===== config.mk =====
export PLATFORM = sky130hd
export DESIGN_NAME = lbt_transceiver
export DESIGN_NICKNAME = d
export VERILOG_FILES = /design/src/lbt_pkg.sv /design/src/lbt_sync.sv /design/src/lbt_transceiver.sv
export SDC_FILE = /design/constraint.sdc
export NUM_CORES = 1
export LEC_CHECK = 0
export ABC_AREA = 1
export BUFFER_PORTS_ARGS = -buffer_cell sky130_fd_sc_hd__buf_2
export CORE_ASPECT_RATIO = 2
export CORE_UTILIZATION = 35
export DETAILED_ROUTE_END_ITERATION = 10
export GPL_TIMING_DRIVEN = 0
export PLACE_DENSITY = 0.55
export SYNTH_ARGS = -nofsm -noshare
export SYNTH_HDL_FRONTEND = slang
export SYNTH_SLANG_ARGS = --single-unit
export TNS_END_PERCENT = 50

===== constraint.sdc =====
create_clock -name clock -period 2.8 [get_ports clock]
set_clock_uncertainty 0.15 [all_clocks]
set_input_delay 0.28 -clock clock [delete_from_list [all_inputs] [get_ports clock]]
set_output_delay 0.28 -clock clock [all_outputs]
set_load 0.05 [all_outputs]

===== src/lbt_pkg.sv =====
// Constants shared by the latching backplane transceiver
package lbt_pkg;
  localparam int          LBT_SLICES        = 9;
  localparam int          LBT_CTRL_W        = 4;
  // Register byte offsets
  localparam logic [31:0] LBT_CTRL_ADDR     = 32'h0000_0000;
  localparam logic [31:0] LBT_STATUS_ADDR   = 32'h0000_0004;
  localparam logic [31:0] LBT_BUS_ADDR      = 32'h0000_0008;
  localparam logic [31:0] LBT_LOCAL_ADDR    = 32'h0000_000c;
  // Control field positions
  localparam int          LBT_CHIP_OFF_BIT  = 0;
  localparam int          LBT_TRANSMIT_BIT  = 1;
  localparam int          LBT_BYPASS_BIT    = 2;
  localparam int          LBT_RX_HOLD_BIT   = 3;
  // Status field positions
  localparam int          LBT_STAT_DRV_LSB  = 0;
  localparam int          LBT_STAT_RX_LSB   = 16;
  // Reset values
  localparam logic [3:0]  LBT_CTRL_RESET    = 4'h9;
  localparam logic [8:0]  LBT_DATA_RESET    = 9'h000;
  // AHB-Lite encodings
  localparam logic [1:0]  LBT_HTRANS_NONSEQ = 2'h2;
  localparam logic        LBT_HRESP_OKAY    = 1'h0;
endpackage : lbt_pkg


===== src/lbt_sync.sv =====
// Three-stage pin synchroniser with agreement filter
`timescale 1ns/10ps
module lbt_sync #(
  parameter int WIDTH = 9
) (
  input  wire logic             clock,
  input  wire logic             rst_n,
  input  wire logic [WIDTH-1:0] pinIn,
  output logic      [WIDTH-1:0] syncOut
);
  logic [WIDTH-1:0] stage1;
  logic [WIDTH-1:0] stage2;
  logic [WIDTH-1:0] stage3;
  logic [WIDTH-1:0] next_syncOut;

  // A bit changes only once stages two and three agree
  always_comb begin
    for (int i = 0; i < WIDTH; i++) begin
      next_syncOut[i] = (stage2[i] == stage3[i]) ? stage2[i] : syncOut[i];
    end
  end

  always_ff @(posedge clock) begin
    if (!rst_n) begin
      stage1  <= '0;
      stage2  <= '0;
      stage3  <= '0;
      syncOut <= '0;
    end else begin
      stage1  <= pinIn;
      stage2  <= stage1;
      stage3  <= stage2;
      syncOut <= next_syncOut;
    end
  end
endmodule : lbt_sync


===== src/lbt_transceiver.sv =====
// Nine-slice latching backplane transceiver with AHB-Lite control
//
// The AHB-Lite slave port and the address map were decided locally.
`timescale 1ns/10ps
module lbt_transceiver (
  input  wire logic                         clock,
  input  wire logic                         rst_n,
  // AHB-Lite slave
  input  wire logic                         hsel,
  input  wire logic [31:0]                  haddr,
  input  wire logic [1:0]                   htrans,
  input  wire logic                         hwrite,
  input  wire logic [2:0]                   hsize,
  input  wire logic [31:0]                  hwdata,
  input  wire logic                         hready,
  output logic                              hreadyout,
  output logic                              hresp,
  output logic      [31:0]                  hrdata,
  // Driver capture clock pin
  input  wire logic                         driverCaptureClk,
  // Local side port, three-state
  input  wire logic [lbt_pkg::LBT_SLICES-1:0] localIn,
  output logic      [lbt_pkg::LBT_SLICES-1:0] localOut,
  output logic      [lbt_pkg::LBT_SLICES-1:0] localOe,
  // Backplane side bus, open collector
  input  wire logic [lbt_pkg::LBT_SLICES-1:0] busIn,
  output logic      [lbt_pkg::LBT_SLICES-1:0] busOut,
  output logic      [lbt_pkg::LBT_SLICES-1:0] busOe
);
  import lbt_pkg::*;

  localparam int N = LBT_SLICES;

  logic [LBT_CTRL_W-1:0] ctrl;
  logic [LBT_CTRL_W-1:0] next_ctrl;
  logic                  wrPend;
  logic                  next_wrPend;
  logic [31:0]           wrAddr;
  logic [31:0]           next_wrAddr;
  logic [31:0]           next_hrdata;
  logic                  addrPhase;

  logic [N-1:0]          localSync;
  logic [N-1:0]          busSync;
  logic [0:0]            clkSync;
  logic                  clkPrev;
  logic                  next_clkPrev;
  logic                  captureEdge;
  logic [N-1:0]          drvQ;
  logic [N-1:0]          next_drvQ;
  logic [N-1:0]          rxLatch;
  logic [N-1:0]          next_rxLatch;
  logic [N-1:0]          next_busOe;
  logic [N-1:0]          next_localOe;

  logic                  chipOff;
  logic                  transmit;
  logic                  driverBypass;
  logic                  receiverHoldControl;
  logic                  txEn;
  logic                  rxEn;

  // Read multiplexer over the register map
  function automatic logic [31:0] readMux(input logic [31:0]           addr,
                                          input logic [LBT_CTRL_W-1:0] c,
                                          input logic [N-1:0]          d,
                                          input logic [N-1:0]          r,
                                          input logic [N-1:0]          b,
                                          input logic [N-1:0]          l);
    logic [31:0] v;
    v = 32'h0000_0000;
    case (addr)
      LBT_CTRL_ADDR: begin
        v[LBT_CTRL_W-1:0] = c;
      end
      LBT_STATUS_ADDR: begin
        v[LBT_STAT_DRV_LSB +: N] = d;
        v[LBT_STAT_RX_LSB +: N]  = r;
      end
      LBT_BUS_ADDR: begin
        v[N-1:0] = b;
      end
      LBT_LOCAL_ADDR: begin
        v[N-1:0] = l;
      end
      default: begin
        v = 32'h0000_0000;
      end
    endcase
    return v;
  endfunction : readMux

  // Pin inputs cross into the clock domain
  lbt_sync #(.WIDTH(N)) uLocalSync (
    .clock   (clock),
    .rst_n   (rst_n),
    .pinIn   (localIn),
    .syncOut (localSync)
  );

  lbt_sync #(.WIDTH(N)) uBusSync (
    .clock   (clock),
    .rst_n   (rst_n),
    .pinIn   (busIn),
    .syncOut (busSync)
  );

  lbt_sync #(.WIDTH(1)) uClkSync (
    .clock   (clock),
    .rst_n   (rst_n),
    .pinIn   (driverCaptureClk),
    .syncOut (clkSync)
  );

  // Bus slave: zero wait state, always OKAY
  assign hreadyout = 1'b1;
  assign hresp     = LBT_HRESP_OKAY;
  assign addrPhase = hsel && hready && (htrans == LBT_HTRANS_NONSEQ);

  always_comb begin
    next_ctrl   = ctrl;
    next_wrPend = 1'b0;
    next_wrAddr = wrAddr;
    next_hrdata = hrdata;
    if (wrPend && (wrAddr == LBT_CTRL_ADDR)) begin
      next_ctrl = hwdata[LBT_CTRL_W-1:0];
    end
    if (addrPhase) begin
      next_wrPend = hwrite;
      next_wrAddr = haddr;
      if (!hwrite) begin
        next_hrdata = readMux(haddr, next_ctrl, drvQ, rxLatch, busSync, localSync);
      end
    end
  end

  always_ff @(posedge clock) begin
    if (!rst_n) begin
      ctrl   <= LBT_CTRL_RESET;
      wrPend <= 1'b0;
      wrAddr <= 32'h0000_0000;
      hrdata <= 32'h0000_0000;
    end else begin
      ctrl   <= next_ctrl;
      wrPend <= next_wrPend;
      wrAddr <= next_wrAddr;
      hrdata <= next_hrdata;
    end
  end

  assign chipOff             = ctrl[LBT_CHIP_OFF_BIT];
  assign transmit            = ctrl[LBT_TRANSMIT_BIT];
  assign driverBypass        = ctrl[LBT_BYPASS_BIT];
  assign receiverHoldControl = ctrl[LBT_RX_HOLD_BIT];
  assign txEn                = !chipOff && transmit;
  assign rxEn                = !chipOff && !transmit;
  assign captureEdge         = clkSync[0] && !clkPrev;

  // Slice datapath, all nine bits side by side
  always_comb begin
    next_clkPrev = clkSync[0];
    next_drvQ    = drvQ;
    if (driverBypass) begin
      next_drvQ = localSync;
    end else if (captureEdge) begin
      next_drvQ = localSync;
    end
    next_rxLatch = receiverHoldControl ? busSync : rxLatch;
    next_busOe   = txEn ? ~drvQ : '0;
    next_localOe = rxEn ? '1 : '0;
  end

  assign busOut = '0;

  always_ff @(posedge clock) begin
    if (!rst_n) begin
      clkPrev  <= 1'b0;
      drvQ     <= LBT_DATA_RESET;
      rxLatch  <= LBT_DATA_RESET;
      busOe    <= '0;
      localOe  <= '0;
      localOut <= LBT_DATA_RESET;
    end else begin
      clkPrev  <= next_clkPrev;
      drvQ     <= next_drvQ;
      rxLatch  <= next_rxLatch;
      busOe    <= next_busOe;
      localOe  <= next_localOe;
      localOut <= next_rxLatch;
    end
  end
endmodule : lbt_transceiver


After elaboration in Yosys (flattened, before gate mapping)
Index checks and enable logic that the tools add are counted.
{ "totals": {"input_bits": 93, "reg_bits": 168} }
{ "classes": {"reduce_logical": 15, "muxes": 7, "bitwise_logic": 2, "eq_ne": 23} }
{ "ops": {"columns": ["cell", "n"], "rows": [
  ["$eq 32x4->1 const B", 2],
  ["$logic_not 32->1", 2],
  ["$mux 9", 4],
  ["$eq 32x3->1 const B", 1],
  ["$eq 1x1->1", 19],
  ["$pmux 4 s4", 1],
  ["$pmux 5 s3", 1],
  ["$not 9->9", 1],
  ["$logic_and 1x1->1", 6],
  ["$reduce_and 2->1", 3],
  ["$mux 4", 1],
  ["$logic_not 1->1", 3],
  ["$eq 2x2->1 const B", 1],
  ["$reduce_bool 2->1", 1],
  ["$not 1->1", 1]
]} }

Longest topological paths before layout
{ "depth": {"word_depth": 4, "ltp_mapped": 12, "mapped_depth_nobuf": 11} }

Cells and area by module
Synthesis repeated with hierarchy kept, for this count alone.
{ "hier_totals": {"hier_cells": 797, "hier_area_um2": 6248.5} }
{ "modules_own_cells": {"columns": ["mod", "n_inst", "area_each_um2", "cells_per_inst", "seq_area_each_um2"], "rows": [
  ["lbt_transceiver", 1, 3882.5, 542, 1681.6],
  ["lbt_sync (uBusSync ...)", 2, 1124.8, 121, 720.7],
  ["lbt_sync (uClkSync)", 1, 116.4, 13, 80.1]
]} }

Worst setup path after synthesis
No wires, ideal clock.
{ "synth_timing": {"path_kind": "input to register", "startpoint": "in hready", "endpoint": "reg hrdata[7]", "cell_stages": 10, "arrival_time_ns": 1.215, "setup_ns": 0.138, "path_slack_ns": 1.297, "path_cell_list": "inv_1 nor2_1 and3_1 buf_4 inv_2 nor2_4 inv_2 buf_2 nand2_1 a21oi_1"} }
{ "synth_via": {"elab_chain_cells": 3} }
{ "synth_rtl": {"columns": ["element", "line", "text"], "rows": [
  ["from (decl)", "lbt_transceiver.sv:15", "input wire logic hready,"],
  ["$logic_and 1x1->1 (2 in a row)", "lbt_transceiver.sv:118", "assign addrPhase = hsel && hready && (htrans == LBT_HTRANS_NONSEQ);"],
  ["$reduce_and 2->1 (no source line)", null, null],
  ["to (signal assigned)", "lbt_transceiver.sv:147", "hrdata <= next_hrdata;"],
  ["to (decl)", "lbt_transceiver.sv:18", "output logic [31:0] hrdata,"]
]} }
No other way between the ends.
A chain may end at the register's enable or synchronous reset.

Final worst setup path
{ "layout_timing": {"startpoint": "in haddr[11]", "endpoint": "reg hrdata[17]"} }
{ "layout_via": {"elab_chain_cells": 2} }
{ "layout_rtl": {"columns": ["element", "line", "text"], "rows": [
  ["from (decl)", "lbt_transceiver.sv:10", "input wire logic [31:0] haddr,"],
  ["$eq 32x3->1", "lbt_transceiver.sv:72", "case (addr)"],
  ["$mux 9", "lbt_transceiver.sv:72", null]
]} }
No other way between the ends.

==> results by group <==
STA
  • Headroom to the max-slew limit: 62.91%
  • Final hold vios: 0
  • RSZ-0062 raised after global routing: false
  • TNS Setup: 0 ns
  • Worst slew pin tran: 0.5527 ns
  • Worst hold slack: 0.01554 ns
  • Fin crit share: 74.33%
  • Final Setup Violations: 0
  • Max Fclk: 480.5 MHz
  • Min Clock Period, post-route: 2.081 ns
  • Max Slew Vio Count: 0

GRT
  • GRT Total Usage: 18.07%
  • Vias in the first global route: 5091
  • Global-route wire length before repair: 23.94 mm
  • Largest net degree at the start of global routing: 18
  • Initial antenna violation count: 0
  • GRT overflow: 0

Placement
  • Gp weighted congestion: 0.8187
  • Port Buffers: 105
  • Post-DP HPWL: 11.30 mm
  • Placed cell areas: 0.006854 mm^2
  • DP Cell Count: 1119

Routing
  • DR WL/cell: 12.56 um
  • DR iter-0 viols: 153
  • DR pass1 iterations: 4
  • Vias per cell: 4.386
  • ANT nets after route: 0
  • Residual DRC: 0
  • Via Count: 5272
  • Final wirelength: 15.10 mm

Logic synthesis
  • Cell with the most instances after synthesis: dfxtp_1
  • Yosys warns: 0
  • Leading area contributor after synthesis: dfxtp_1
  • Yosys top cell area share: 53.53%
  • Syn Inst Count: 784
  • Most frequent cells after synthesis: dfxtp_1, nand2_1, nor2_1, inv_1, o21ai_0
  • Synth top area cells: dfxtp_1, nand2_1, nor2_1, inv_1, o21ai_0
  • Mapped Area: 0.005983 mm^2
  • Yosys reg bits: 160
  • EDFF count, synth: 0
  • Top FF cell, synth: dfxtp_1
  • Sequential cell area fraction in the yosys report: 53.53%
  • Synth cell types: 24
  • Asr flop ratio synth: 0%
  • Mean Syn Cell Area: 7.632 um^2

Clock network
  • Hold_buf cts: 51
  • CTS tree: yes
  • CTS resizes: 0
  • Setup Fix Bufs, Post-CTS: 0
  • Clock latency on the worst-skew pair: 0.43 ns
  • CTS buffer count: 17
  • Reg clk slew, reported paths: 0.06 ns
  • Clk root buf: clkbuf_16
  • Clk sink count: 160
  • H-tree Lvls: 4
  • Clock buffer depth: 2

Pwr
  • Leak: 4.042 nW
  • Peak VDD IR: 0.3488 mV
  • PwrDens: 621.6 mW/mm^2

Die
  • Die ar.: 0.01765 mm^2
  • Number of I/O pins: 163
  • Row cnt: 67
  • Die height: 186.9 um
  • Placeable Area: 0.01677 mm^2
  • Die X: 94.45 um
  • Initial core utilization: 35.69%

Finish
  • Finished Cell Area: 0.007930 mm^2
  • Area growth, synth to finish: 32.54%
  • Diodes inserted: 0
  • Proportion of layout cells with a drive suffix above 1: 19.70%
  • Final net count: 1075
  • Non-Filler Instances: 1202

Flow run
  • Max Cap Viol: 0

Critical path
  • Kind of critical path: input pin to flip-flop
  • Critical Path End Type: flip-flop
  • Crit Path Max Fanout: 9
  • Critical Path AT: 2.29 ns
  • Crit path launch type: input pin
  • Worst EP required: 3.01 ns

Run status
  • Outcome: finished clean

Worst hold path
  • Hold Path Class: input pin to flip-flop
power breakdown:
| part | switching, W | internal [W] | leakage (nW) |
|---|---|---|---|
| Sequential | 0.0000216 | 0.00233 | 1.30 |
| Clock | 0.00103 | 0.00118 | 0.275 |
| Combinational | 0.000220 | 0.000150 | 2.47 |
critical path: stages:
cell,delay (ns)
dlygate4sd3_1,0.55
buf_2,0.13
inv_1,0.07
nand2_1,0.05
nor2_1,0.10
nand2_1,0.17
nor2_1,0.26
nand2_1,0.17
clkinv_1,0.21
nand3_1,0.15
a21oi_1,0.15
layer usage:
layer	global-route usage (%)	wire length [um]	vias to the layer above	share of wire (%)
met5	0	0	-	0
met4	9.615	525	0	3.5
met3	3.537	545	31	3.6
met2	36.85	8805	130	58
met1	15.25	5222	2341	35
li1	-	-	2770	-
final timing paths:
kind              cells after the start  slack, ns            startpoint                   end
setup / recovery                     11       0.72             haddr[11]            hrdata[17]
hold / removal                        3       0.02              haddr[3]             wrAddr[3]
setup reg to reg                      6       1.05      uClkSync.syncOut               drvQ[3]
hold reg to reg                       2       0.26  uLocalSync.stage1[8]  uLocalSync.stage2[8]
layout make-up:
| class | instances | area (um^2) |
|---|---|---|
| fill | 1740 | 8836 |
| sequential | 160 | 3203 |
| multi-input combinational | 475 | 2081 |
| timing repair buffer | 156 | 1036 |
| clock buffer | 17 | 425.4 |
| inverter | 111 | 416.7 |
| buffer | 61 | 369.1 |
| tap | 207 | 259.0 |
| clock inverter | 15 | 140.1 |
layout by cell type (no fill, tap or decap), drive strengths merged:
| master | Yosys | layout |
|---|---|---|
| dfxtp | 160 | 160 |
| nand2 | 154 | 154 |
| buf | 38 | 143 |
| inv | 110 | 121 |
| nor2 | 111 | 111 |
| a21oi | 72 | 72 |
| o21ai | 70 | 70 |
| dlygate4sd3 | 0 | 51 |
| clkbuf | 23 | 40 |
| nand3 | 39 | 39 |
| conb | 2 | 25 |
| clkinv | 1 | 3 |
| clkinvlp | 0 | 2 |
| nand4 | 1 | 1 |
| and3 | 1 | 1 |
| or2 | 1 | 1 |
| nor3 | 1 | 1 |
cells by family after synthesis:
family	share of synthesized area (%)
AO/OA/AOI/OAI	12.13
buffers and inverters	13.13
AND/OR/NAND/NOR	21.08
other	0.1255
flip-flops	53.53
stage by stage:
stage / util, % / total power [W] / setup WS [ns]
6_report: 47.30 / 0.004929 / 0.7186
4_1_cts: 47.30 / 0.004997 / 0.7324
3_5_place_dp: 40.88 / 0.002718 / 0.8307
3_3_place_gp: 40.88 / 0.002715 / 0.8309
5_1_grt: 47.30 / 0.005133 / 0.5864
2_1_floorplan: - / 0.002622 / 1.297
sequential cells by signal (all words and copies together) (netlist names), 4 cells and up:
signal	flops
busOe	9
ctrl	4
uBusSync.stage1	9
uBusSync.syncOut	9
uLocalSync.stage3	9
hrdata	18
uLocalSync.stage2	9
uLocalSync.syncOut	9
rxLatch	9
drvQ	9
uBusSync.stage2	9
uLocalSync.stage1	9
wrAddr	32
uBusSync.stage3	9
Power figures use the tool's default switching activity.
